[src/rtl/twb_pkg.sv]
// Purpose: constants, types and register map of the two-wire bus controller
// Assumes: 10 MHz system clock, classic Wishbone register port, byte-wide DMA port
// Notes: all timing counts derive from the clock rate below
// How it works
// write task: start condition, address, then direction bit 0.
// slave acknowledges after direction bit; low is ack, high is nack.
// after address ack, write fetches bytes from transmit pointer and sends them.
// suspend finishes the current byte, holds clock low, raises paused event.
// continue releases the held clock and carries on where it paused.
// final transmit byte event fires as the last buffer byte begins.
// controller should stop during the final byte; linking final event to halt works.
// never ends a transfer alone; holds the bus until a halt task.
// halt is ignored while suspended; continue first, then halt.
// read task: start condition, address, then direction bit 1.
// slave shifts read data on our clock; bytes stored from receive pointer.
// acknowledge every received byte but the last, which gets nack.
// final receive event when ready for last byte, after prior ack or address ack.
// controller must halt before the closing nack; linking final event works.
// a start task pending at a byte boundary gives a repeated start.
// software waits for halted event before clearing enable.
// pin selections act only while enabled; otherwise pins are released.
// software changes pin selections only while disabled.
// pins are inputs with open-drain drive before enabling; one driver each.
// byte counters report bytes moved in the latest transaction.
// address after every start or repeated start comes from the address register.
// every sampled nack from the slave raises the fault event.
// halted event once fully stopped after a halt task.
// wait for the clock line to really rise, tolerating slave stretching.
// bus rate chosen among 100, 250 and 400 kbit/s.
// halt drives a stop condition, data rising with clock high, then releases.
// begun events once pointer and limit are latched, allowing reload.
package twb_pkg;
  localparam int CLK_KHZ = 10000;
  localparam int KBPS_SLOW = 100;
  localparam int KBPS_MID = 250;
  localparam int KBPS_FAST = 400;
  // half bit periods, rounded up so the bus never runs above the chosen rate
  localparam logic [5:0] HALF_SLOW = 6'((CLK_KHZ + 2 * KBPS_SLOW - 1) / (2 * KBPS_SLOW));
  localparam logic [5:0] HALF_MID = 6'((CLK_KHZ + 2 * KBPS_MID - 1) / (2 * KBPS_MID));
  localparam logic [5:0] HALF_FAST = 6'((CLK_KHZ + 2 * KBPS_FAST - 1) / (2 * KBPS_FAST));
  localparam logic [1:0] RATE_MID = 2'h1;
  localparam logic [1:0] RATE_FAST = 2'h2;
  localparam logic [3:0] ENABLE_ON = 4'h6;
  localparam logic [11:0] OFF_START_RX = 12'h000;
  localparam logic [11:0] OFF_START_TX = 12'h008;
  localparam logic [11:0] OFF_HALT = 12'h014;
  localparam logic [11:0] OFF_PAUSE = 12'h01C;
  localparam logic [11:0] OFF_CONTINUE = 12'h020;
  localparam logic [11:0] OFF_EV_HALTED = 12'h104;
  localparam logic [11:0] OFF_EV_FAULT = 12'h124;
  localparam logic [11:0] OFF_EV_PAUSED = 12'h148;
  localparam logic [11:0] OFF_EV_RXB = 12'h14C;
  localparam logic [11:0] OFF_EV_TXB = 12'h150;
  localparam logic [11:0] OFF_EV_FRX = 12'h15C;
  localparam logic [11:0] OFF_EV_FTX = 12'h160;
  localparam logic [11:0] OFF_LINKS = 12'h200;
  localparam logic [11:0] OFF_IRQ_EN = 12'h300;
  localparam logic [11:0] OFF_IRQ_SET = 12'h304;
  localparam logic [11:0] OFF_IRQ_CLR = 12'h308;
  localparam logic [11:0] OFF_ERR = 12'h4C4;
  localparam logic [11:0] OFF_ENABLE = 12'h500;
  localparam logic [11:0] OFF_SCL_SEL = 12'h508;
  localparam logic [11:0] OFF_SDA_SEL = 12'h50C;
  localparam logic [11:0] OFF_RATE = 12'h524;
  localparam logic [11:0] OFF_RX_PTR = 12'h534;
  localparam logic [11:0] OFF_RX_LIM = 12'h538;
  localparam logic [11:0] OFF_RX_AMT = 12'h53C;
  localparam logic [11:0] OFF_RX_LIST = 12'h540;
  localparam logic [11:0] OFF_TX_PTR = 12'h544;
  localparam logic [11:0] OFF_TX_LIM = 12'h548;
  localparam logic [11:0] OFF_TX_AMT = 12'h54C;
  localparam logic [11:0] OFF_TX_LIST = 12'h550;
  localparam logic [11:0] OFF_ADDR = 12'h588;
  localparam int LNK_FTX_RX = 0;
  localparam int LNK_FTX_PAUSE = 1;
  localparam int LNK_FTX_HALT = 2;
  localparam int LNK_FRX_TX = 3;
  localparam int LNK_FRX_PAUSE = 4;
  localparam int LNK_FRX_HALT = 5;
  localparam int ERR_ADDR_NACK = 0;
  localparam int ERR_DATA_NACK = 1;
  localparam int CNT_W = 16;

  typedef enum logic [3:0] {
    ST_IDLE = 4'h0, ST_START = 4'h1, ST_BIT_LO = 4'h3, ST_BIT_HI = 4'h2,
    ST_BOUND = 4'h6, ST_FETCH = 4'h7, ST_STORE = 4'h5, ST_STOP_A = 4'h4,
    ST_STOP_B = 4'hC, ST_STOP_C = 4'hD, ST_RS_A = 4'hF, ST_RS_B = 4'hE
  } twb_state_e;

  typedef enum logic [1:0] {PH_ADDR = 2'h0, PH_TX = 2'h1, PH_RX = 2'h3} twb_phase_e;

  typedef struct packed {
    logic req;
    logic we;
    logic [31:0] addr;
    logic [7:0] wdata;
  } twb_dma_s;
endpackage : twb_pkg

[src/rtl/twb_bus_controller.sv]
// Purpose: single-master two-wire bus controller with DMA buffers and Wishbone registers
// Assumes: DMA memory answers each request with a one-cycle ack on this clock
// Notes: pins are open-drain: out is always low, oe pulls the wire low
//
// Decided for this implementation: the Wishbone register port.
`timescale 1ns/100ps
module twb_bus_controller
  import twb_pkg::*;
(
  input wire logic clk_in,
  input wire logic sys_rst_in,
  input wire logic wb_cyc_in,
  input wire logic wb_stb_in,
  input wire logic wb_we_in,
  input wire logic [11:0] wb_adr_in,
  input wire logic [3:0] wb_sel_in,
  input wire logic [31:0] wb_dat_in,
  output logic [31:0] wb_dat_out,
  output logic wb_ack_out,
  output twb_dma_s dma_out,
  input wire logic dma_ack_in,
  input wire logic [7:0] dma_rdata_in,
  input wire logic scl_in,
  output logic scl_out,
  output logic scl_oe_out,
  input wire logic sda_in,
  output logic sda_out,
  output logic sda_oe_out,
  output logic [31:0] scl_pin_sel_out,
  output logic [31:0] sda_pin_sel_out,
  output logic pins_claimed_out
);
  typedef struct packed {
    logic scl_meta, scl_sync, sda_meta, sda_sync;
    logic wb_ack;
    logic [31:0] wb_rdata;
    logic p_tx, p_rx, p_stop, p_susp, p_res;
    logic ev_halted, ev_fault, ev_paused, ev_rxb, ev_txb, ev_frx, ev_ftx;
    logic [5:0] links;
    logic [31:0] irq_en;
    logic [1:0] err;
    logic [3:0] en;
    logic claim;
    logic [31:0] scl_sel, sda_sel;
    logic [1:0] rate;
    logic [31:0] rx_ptr, tx_ptr, w_ptr;
    logic [CNT_W-1:0] rx_lim, tx_lim, rx_amt, tx_amt, w_lim, idx;
    logic [1:0] rx_list, tx_list;
    logic [6:0] addr;
    twb_state_e st;
    twb_phase_e ph;
    logic dir, susp, err_flag, pin_lvl;
    logic [8:0] shift;
    logic [3:0] bitcnt;
    logic [5:0] cnt;
    twb_dma_s dma;
    logic scl_oe, sda_oe;
  } twb_regs_s;

  twb_regs_s r;
  twb_regs_s n;
  logic [5:0] half;
  logic [11:0] aw;
  logic [31:0] rd;
  logic [31:0] md;
  logic [31:0] lane;
  logic [1:0] s_err;
  logic wr, trig, en_on, n_en, tdone, launch, from_idle, last, more, nack;
  logic drv_scl, drv_sda;
  logic t_rx, t_tx, t_stop, t_susp, t_res;
  logic s_halt, s_fault, s_paused, s_rxb, s_txb, s_frx, s_ftx;

  always_comb begin
    n = r;
    aw = {wb_adr_in[11:2], 2'b00};
    en_on = (r.en == ENABLE_ON);
    case (r.rate)
      RATE_MID: half = HALF_MID;
      RATE_FAST: half = HALF_FAST;
      default: half = HALF_SLOW;
    endcase
    n.scl_meta = scl_in;
    n.scl_sync = r.scl_meta;
    n.sda_meta = sda_in;
    n.sda_sync = r.sda_meta;
    // read view of the addressed register; also the base for byte-lane merges
    case (aw)
      OFF_EV_HALTED: rd = {31'h0, r.ev_halted};
      OFF_EV_FAULT: rd = {31'h0, r.ev_fault};
      OFF_EV_PAUSED: rd = {31'h0, r.ev_paused};
      OFF_EV_RXB: rd = {31'h0, r.ev_rxb};
      OFF_EV_TXB: rd = {31'h0, r.ev_txb};
      OFF_EV_FRX: rd = {31'h0, r.ev_frx};
      OFF_EV_FTX: rd = {31'h0, r.ev_ftx};
      OFF_LINKS: rd = {26'h0, r.links};
      OFF_IRQ_EN, OFF_IRQ_SET, OFF_IRQ_CLR: rd = r.irq_en;
      OFF_ERR: rd = {30'h0, r.err};
      OFF_ENABLE: rd = {28'h0, r.en};
      OFF_SCL_SEL: rd = r.scl_sel;
      OFF_SDA_SEL: rd = r.sda_sel;
      OFF_RATE: rd = {30'h0, r.rate};
      OFF_RX_PTR: rd = r.rx_ptr;
      OFF_RX_LIM: rd = {16'h0, r.rx_lim};
      OFF_RX_AMT: rd = {16'h0, r.rx_amt};
      OFF_RX_LIST: rd = {30'h0, r.rx_list};
      OFF_TX_PTR: rd = r.tx_ptr;
      OFF_TX_LIM: rd = {16'h0, r.tx_lim};
      OFF_TX_AMT: rd = {16'h0, r.tx_amt};
      OFF_TX_LIST: rd = {30'h0, r.tx_list};
      OFF_ADDR: rd = {25'h0, r.addr};
      default: rd = 32'h0;
    endcase
    lane = {{8{wb_sel_in[3]}}, {8{wb_sel_in[2]}}, {8{wb_sel_in[1]}}, {8{wb_sel_in[0]}}};
    md = (wb_dat_in & lane) | (rd & ~lane);
    n.wb_ack = wb_cyc_in & wb_stb_in & ~r.wb_ack;
    if (wb_cyc_in & wb_stb_in & ~r.wb_ack) begin
      n.wb_rdata = rd;
    end
    // a write lands on the edge where the master sees ack
    wr = wb_cyc_in & wb_stb_in & wb_we_in & r.wb_ack;
    trig = wr & wb_sel_in[0] & wb_dat_in[0];
    t_rx = trig & (aw == OFF_START_RX);
    t_tx = trig & (aw == OFF_START_TX);
    t_stop = trig & (aw == OFF_HALT);
    t_susp = trig & (aw == OFF_PAUSE);
    t_res = trig & (aw == OFF_CONTINUE);
    {s_halt, s_fault, s_paused, s_rxb, s_txb, s_frx, s_ftx} = 7'h00;
    s_err = 2'h0;
    launch = 1'b0;
    from_idle = 1'b0;
    last = (r.idx == r.w_lim - 16'h0001);
    more = (r.idx < r.w_lim) & ~r.err_flag;
    nack = r.sda_sync;
    tdone = (r.cnt == 6'h00);
    // clock-high phases count only once the wire is seen high
    if (~tdone & (r.scl_sync | ~(r.st inside {ST_BIT_HI, ST_RS_B, ST_STOP_B}))) begin
      n.cnt = r.cnt - 6'h01;
    end
    case (r.st)
      ST_IDLE: begin
        if (r.p_stop) begin
          n.p_stop = 1'b0;
          s_halt = 1'b1;
        end else if ((r.p_tx | r.p_rx) & en_on) begin
          launch = 1'b1;
          from_idle = 1'b1;
        end
      end
      ST_START, ST_BIT_LO, ST_RS_A, ST_STOP_A: begin
        if (tdone) begin
          n.st = (r.st == ST_START) ? ST_BIT_LO : (r.st == ST_BIT_LO) ? ST_BIT_HI
                 : (r.st == ST_RS_A) ? ST_RS_B : ST_STOP_B;
          n.cnt = half - 6'h01;
        end
      end
      ST_BIT_HI: begin
        if (tdone & r.scl_sync) begin
          n.shift = {r.shift[7:0], r.sda_sync};
          n.cnt = half - 6'h01;
          if (r.bitcnt != 4'h8) begin
            n.bitcnt = r.bitcnt + 4'h1;
            n.st = ST_BIT_LO;
          end else if (r.ph == PH_RX) begin
            n.st = ST_STORE;
            n.dma = '{req: 1'b1, we: 1'b1, addr: r.w_ptr + {16'h0, r.idx},
                      wdata: r.shift[7:0]};
          end else begin
            n.st = ST_BOUND;
            if (nack) begin
              s_fault = 1'b1;
              n.err_flag = 1'b1;
              s_err[(r.ph == PH_ADDR) ? ERR_ADDR_NACK : ERR_DATA_NACK] = 1'b1;
            end else if (r.ph == PH_ADDR) begin
              n.ph = r.dir ? PH_RX : PH_TX;
            end
            if (r.ph == PH_TX) begin
              n.idx = r.idx + 16'h0001;
              n.tx_amt = r.idx + 16'h0001;
            end
          end
        end
      end
      ST_BOUND: begin
        // clock held low here: waiting is stretching, never a stop
        if (r.p_susp) begin
          n.p_susp = 1'b0;
          n.susp = 1'b1;
          s_paused = 1'b1;
        end else if (r.susp) begin
          if (r.p_res) begin
            n.p_res = 1'b0;
            n.susp = 1'b0;
          end
        end else if (r.p_stop) begin
          n.p_stop = 1'b0;
          n.st = ST_STOP_A;
          n.cnt = half - 6'h01;
        end else if (r.p_tx | r.p_rx) begin
          launch = 1'b1;
        end else if (more & (r.ph == PH_RX)) begin
          n.shift = {8'hFF, last};
          s_frx = last;
          n.st = ST_BIT_LO;
          n.cnt = half - 6'h01;
          n.bitcnt = 4'h0;
        end else if (more & (r.ph == PH_TX)) begin
          n.st = ST_FETCH;
          n.dma = '{req: 1'b1, we: 1'b0, addr: r.w_ptr + {16'h0, r.idx}, wdata: 8'h00};
        end
      end
      ST_FETCH: begin
        if (dma_ack_in) begin
          n.dma.req = 1'b0;
          n.shift = {dma_rdata_in, 1'b1};
          s_ftx = last;
          n.st = ST_BIT_LO;
          n.cnt = half - 6'h01;
          n.bitcnt = 4'h0;
        end
      end
      ST_STORE: begin
        if (dma_ack_in) begin
          n.dma.req = 1'b0;
          n.idx = r.idx + 16'h0001;
          n.rx_amt = r.idx + 16'h0001;
          n.st = ST_BOUND;
        end
      end
      ST_RS_B, ST_STOP_B: begin
        if (tdone & r.scl_sync) begin
          n.st = (r.st == ST_RS_B) ? ST_START : ST_STOP_C;
          n.cnt = half - 6'h01;
        end
      end
      ST_STOP_C: begin
        if (tdone) begin
          n.st = ST_IDLE;
          s_halt = 1'b1;
        end
      end
      default: n.st = ST_IDLE;
    endcase
    if (launch) begin
      // write wins if both start tasks are pending
      n.dir = ~r.p_tx;
      n.p_tx = 1'b0;
      n.p_rx = r.p_rx & r.p_tx;
      n.w_ptr = r.p_tx ? r.tx_ptr : r.rx_ptr;
      n.w_lim = r.p_tx ? r.tx_lim : r.rx_lim;
      n.idx = 16'h0000;
      n.bitcnt = 4'h0;
      n.tx_amt = r.p_tx ? 16'h0000 : r.tx_amt;
      n.rx_amt = r.p_tx ? r.rx_amt : 16'h0000;
      s_txb = r.p_tx;
      s_rxb = ~r.p_tx;
      n.shift = {r.addr, ~r.p_tx, 1'b1};
      n.ph = PH_ADDR;
      n.err_flag = 1'b0;
      n.st = from_idle ? ST_START : ST_RS_A;
      n.cnt = half - 6'h01;
    end
    if (wr) begin
      case (aw)
        OFF_EV_HALTED: n.ev_halted = md[0];
        OFF_EV_FAULT: n.ev_fault = md[0];
        OFF_EV_PAUSED: n.ev_paused = md[0];
        OFF_EV_RXB: n.ev_rxb = md[0];
        OFF_EV_TXB: n.ev_txb = md[0];
        OFF_EV_FRX: n.ev_frx = md[0];
        OFF_EV_FTX: n.ev_ftx = md[0];
        OFF_LINKS: n.links = md[5:0];
        OFF_IRQ_EN: n.irq_en = md;
        OFF_IRQ_SET: n.irq_en = r.irq_en | md;
        OFF_IRQ_CLR: n.irq_en = r.irq_en & ~md;
        OFF_ERR: n.err = r.err & ~md[1:0];
        OFF_ENABLE: n.en = md[3:0];
        OFF_SCL_SEL: n.scl_sel = md;
        OFF_SDA_SEL: n.sda_sel = md;
        OFF_RATE: n.rate = md[1:0];
        OFF_RX_PTR: n.rx_ptr = md;
        OFF_RX_LIM: n.rx_lim = md[15:0];
        OFF_RX_LIST: n.rx_list = md[1:0];
        OFF_TX_PTR: n.tx_ptr = md;
        OFF_TX_LIM: n.tx_lim = md[15:0];
        OFF_TX_LIST: n.tx_list = md[1:0];
        OFF_ADDR: n.addr = md[6:0];
        default: n.en = n.en;
      endcase
    end
    // hardware sets come last so they win over a clear in the same cycle
    n.err = n.err | s_err;
    n.ev_halted = n.ev_halted | s_halt;
    n.ev_fault = n.ev_fault | s_fault;
    n.ev_paused = n.ev_paused | s_paused;
    n.ev_rxb = n.ev_rxb | s_rxb;
    n.ev_txb = n.ev_txb | s_txb;
    n.ev_frx = n.ev_frx | s_frx;
    n.ev_ftx = n.ev_ftx | s_ftx;
    n.p_rx = n.p_rx | t_rx | (s_ftx & r.links[LNK_FTX_RX]);
    n.p_tx = n.p_tx | t_tx | (s_frx & r.links[LNK_FRX_TX]);
    n.p_susp = n.p_susp | t_susp | (s_ftx & r.links[LNK_FTX_PAUSE])
               | (s_frx & r.links[LNK_FRX_PAUSE]);
    n.p_res = n.p_res | (t_res & r.susp);
    // a halt that meets a suspended bus is dropped, not queued
    n.p_stop = n.p_stop | (~r.susp & ~n.susp & (t_stop
               | (s_ftx & r.links[LNK_FTX_HALT])
               | (s_frx & r.links[LNK_FRX_HALT])));
    n_en = (n.en == ENABLE_ON);
    if (~n_en) begin
      n.st = ST_IDLE;
      {n.p_tx, n.p_rx, n.p_stop, n.p_susp, n.p_res, n.susp} = 6'h00;
      n.dma.req = 1'b0;
    end
    drv_scl = 1'b0;
    drv_sda = r.sda_oe;
    case (n.st)
      ST_START, ST_STOP_B: drv_sda = 1'b1;
      ST_BIT_LO: begin
        drv_scl = 1'b1;
        // data moves one cycle after the clock is low, never with it
        drv_sda = (r.st == ST_BIT_LO) ? ~n.shift[8] : r.sda_oe;
      end
      ST_BIT_HI: drv_sda = ~n.shift[8];
      ST_BOUND, ST_FETCH, ST_STORE: drv_scl = 1'b1;
      ST_RS_A: begin
        drv_scl = 1'b1;
        drv_sda = 1'b0;
      end
      ST_STOP_A: begin
        drv_scl = 1'b1;
        drv_sda = 1'b1;
      end
      default: drv_sda = 1'b0;
    endcase
    n.claim = n_en;
    n.scl_oe = drv_scl & n_en;
    n.sda_oe = drv_sda & n_en;
  end

  always_ff @(posedge clk_in or posedge sys_rst_in) begin
    if (sys_rst_in) begin
      r <= '0;
    end else begin
      r <= n;
    end
  end

  assign wb_dat_out = r.wb_rdata;
  assign wb_ack_out = r.wb_ack;
  assign dma_out = r.dma;
  assign scl_out = r.pin_lvl;
  assign sda_out = r.pin_lvl;
  assign scl_oe_out = r.scl_oe;
  assign sda_oe_out = r.sda_oe;
  assign scl_pin_sel_out = r.scl_sel;
  assign sda_pin_sel_out = r.sda_sel;
  assign pins_claimed_out = r.claim;
endmodule : twb_bus_controller

[config.mk]
export PLATFORM = sky130hd
export DESIGN_NAME = twb_bus_controller
export DESIGN_NICKNAME = d
export VERILOG_FILES = /design/src/rtl/twb_pkg.sv /design/src/rtl/twb_bus_controller.sv
export SDC_FILE = /design/constraint.sdc
export NUM_CORES = 1
export LEC_CHECK = 0
export ABC_AREA = 1
export BUFFER_PORTS_ARGS = -buffer_cell sky130_fd_sc_hd__buf_2
export CORE_ASPECT_RATIO = 1.25
export CORE_MARGIN = 2
export CORE_UTILIZATION = 40
export CTS_CLUSTER_SIZE = 8
export DETAILED_ROUTE_END_ITERATION = 10
export PLACE_DENSITY = 0.56
export SLEW_MARGIN = 15
export SYNTH_ARGS = -nofsm -noshare
export SYNTH_HDL_FRONTEND = slang
export SYNTH_SLANG_ARGS = --single-unit
[constraint.sdc]
create_clock -name clk_in -period 13.1 [get_ports clk_in]
set_clock_uncertainty 0.1 [all_clocks]
set_input_delay 0 -clock clk_in [delete_from_list [all_inputs] [get_ports clk_in]]
set_output_delay 0 -clock clk_in [all_outputs]
set_load 0.005 [all_outputs]
==> results.cfg <==
[status]
run_status = completed

[timing]
period_needed_ns = 4.69
slew_violations = 0
setup_viol = 0
fin_tns_setup_ns = 0
tightest_slew_ns = 1.14
finalHoldViolCount = 0
grt_setup_unrepaired = no
fin_crit_sh_pct = 35.8
relSlewSlack_pct = 23.8
timing.fmax_mhz = 213

[floorplan]
dieHeight_um = 276
io_pins = 208
fp.dieW_um = 221
core_area_um2 = 58300
row_count = 99
start_util_pct = 40.5
dieArea_um2 = 61100

[synthesis]
netlist_area_um2 = 23600
ys_seq_area_share_pct = 46.1
netlist_instances = 2974
synth_area_leader_cell = dfrtp_1
synth.area.top_cells = dfrtp_1 (46%), nand2_1 (12%), o21ai_0 (8.6%), buf_4 (4.5%), inv_1 (4.2%)
avgSynthCellArea_um2 = 7.95
netlist.area_leader.share_pct = 46.1
ys_types = 62
ys_seq_elements = 435
async_reset_ff_share_pct = 100
ys_warn_count = 0
synth_edf_count = 0
synthFlopType = dfrtp_1

[worst_setup_path]
crit_chain = dlygate4sd3_1, buf_2, nor2_1, dlygate4sd3_1, nand2_1, dlygate4sd3_1, nor2_4, nand2_2, nand2_4, inv_2, nor2_1, nor2_1, nand2_1, nand2_1, nand2_1, inv_1, o211ai_1, dlygate4sd3_1
cp.arrival_ns = 5.16
cp-end-kind = register
criticalPathCategory = in2reg
rr_worst_depth = 15
start_kind = input port
crit_path_max_fanout = 18
cp.required_ns = 13.56
rrSetupSlack_ns = 8.87
critPathLaunch = wb_adr_in[3]
critPathCapture = r[387]
r2r-start = r[69]
slowest_delay_ns = 0.63
r2r_end = r[138]
slowest_stage = dlygate4sd3_1

[route]
post-route-drc-count = 0
wl_met1_um = 36800
wl_met3_um = 5690
vias = 21200
drtPass1Iterations = 5
top_layer = met4
wl_per_cell_um = 21.7
drtAntennaViolNets = 0
wl_um = 84000
vias_per_cell = 5.49
drt_first_iter_violations = 1910
met2_length_um = 38600

[global_routing]
grt_usage_pct = 27.3
grt_remaining_overflow = 0
grt_max_degree = 117
grt_pass1_vias = 20900
grt_pass1_wl_um = 128000
antenna_found_initial = 0

[cells_and_area]
finalNonFillerCells = 3867
final_cell_mix = nand2_1 (760), dfrtp_1 (435), o21ai_0 (406)
syn_to_final_growth_pct = 13.6
fin_nets = 3212
finalCoreUtilization_pct = 46.0
mostFrequentLayoutCell = nand2_1
fillerInstances = 5806
drive_gt1_share_pct = 12.1
diodes = 0

[clocking]
clockRootBuffer = clkbuf_16
tritoncts = built
htree_num_levels = 2
clock_sink_count = 435
cts_inserted_buffers = 60
post_cts_buffers = 0
clk_pin_slew_ns = 0.05
cts.path.max_buffers = 3
clkLatencyLatePin_ns = 0.64

[pwr]
leakagePower_nw = 12.8
power_frac_seq_pct = 47.0
pwr-share-comb_pct = 4.2
peakVddDrop_mv = 0.118
switchingPower_w = 0.000688
clock_power_share_pct = 48.9
p_per_area_nw_per_um2 = 108
p_sw_share_pct = 23.8
internal_power_w = 0.00220
total_power_w = 0.00289

[place]
dp_cells = 3711
finalWeightedCongestion = 0.916
hpwl_um = 59500
port_buffers = 203

[min_path]
worst_hold_startpoint = wb_dat_in[6]
hold_path_class = in2reg
holdPathStages = 5

[flow_run]
cap_violations = 0
Yosys cell counts, types with 3 or more instances:
library cell,instances
a2111oi_1,3
a2111oi_2,3
a211oi_1,10
a21boi_0,3
a21o_1,3
a21oi_1,78
a221oi_1,17
a22oi_1,7
a31oi_1,10
a41oi_1,3
buf_1,10
buf_2,19
buf_4,143
clkbuf_1,80
clkinv_1,5
dfrtp_1,435
ha_1,40
inv_1,267
inv_2,15
nand2_1,763
nand2_2,8
nand3_1,158
nand4_1,38
nor2_1,172
nor2_2,7
nor2_4,12
nor3_1,28
nor3b_1,3
nor4_1,7
o2111ai_1,12
o211ai_1,53
o21a_1,5
o21ai_0,407
o21ai_1,18
o21ai_2,5
o21bai_1,4
o221ai_1,28
o22ai_1,12
o31ai_1,4
or2_2,10
xnor2_1,8
xor2_1,35
power by group through the flow:
stage / sequential [W] / clock (W) / combinational, W
floorplan: 0.00138 / 0 / 0.0000637
global placement: 0.00138 / 0 / 0.000101
detailed placement: 0.00138 / 0 / 0.000103
CTS: 0.00136 / 0.00144 / 0.000122
global route: 0.00136 / 0.00149 / 0.000135
finish: 0.00136 / 0.00141 / 0.000121
through the flow:
step                hold WS, ns  setup slack, ns  area (um^2)
finish                   0.0427             8.41        26900
global route             0.0859             8.20        26900
CTS                      0.0411             8.50        26900
detailed placement      0.00975             8.93        24300
global placement        0.00865             8.99        24300
floorplan               -0.0686            0.883        23600
registers in the layout (all words and copies together) (netlist names):
signal	cells
wb_ack_out	1
nack	1
scl_pin_sel_out	32
dma_out	42
sda_pin_sel_out	32
pins_claimed_out	1
wb_dat_out	32
scl_oe_out	1
n	2
sda_oe_out	1
r	290
layout make-up:
class | count | area (um^2) | area share (%)
Inverter | 287 | 1080 | 4.04
Sequential cell | 435 | 10900 | 40.5
Timing Repair Buffer | 322 | 2140 | 7.96
Clock inverter | 4 | 95.1 | 0.354
Clock buffer | 61 | 1520 | 5.64
Multi-Input combinational cell | 2001 | 10200 | 38.0
Tap cell | 757 | 947 | 3.53
per-layer routing:
metal	vias to the layer above	track usage, %
met5	-	0
met4	0	9.25
met3	142	4.65
met2	813	44.4
met1	10300	37.0
li1	10000	-
worst max-delay path: cells and delay by family:
kind / cells / cell delay, ns
buffers and inverters: 7 / 3.19
and+or+nand+nor: 10 / 1.68
AOI/OAI and AO/OA: 1 / 0.27
worst min-delay path by stage:
stage	end	slack [ns]
global placement	n[434]	0.009
global route	r[59]	0.09
floorplan	n[432]	-0.07
finish	r[218]	0.04
CTS	r[170]	0.04
detailed placement	n[434]	0.01
kinds of logic (layout without fill, tap and decap cells):
| logic type | after synthesis | in the layout | synth area share (%) |
|---|---|---|---|
| compound gates | 693 | 693 | 17.2 |
| xor+xnor | 43 | 43 | 1.59 |
| fa+ha+maj | 41 | 41 | 2.20 |
| buf+inv | 539 | 674 | 10.9 |
| flops | 435 | 435 | 46.1 |
| mux | 3 | 3 | 0.138 |
| other cells | 1 | 2 | 0.0159 |
| simple gates | 1219 | 1219 | 21.9 |
timing repair:
action,CTS,global route
setup endpoints to repair,0,0
hold buffers,91,0
resized for setup,0,0
endpoints found under the hold margin,335,0
Power figures use the tool's default switching activity.
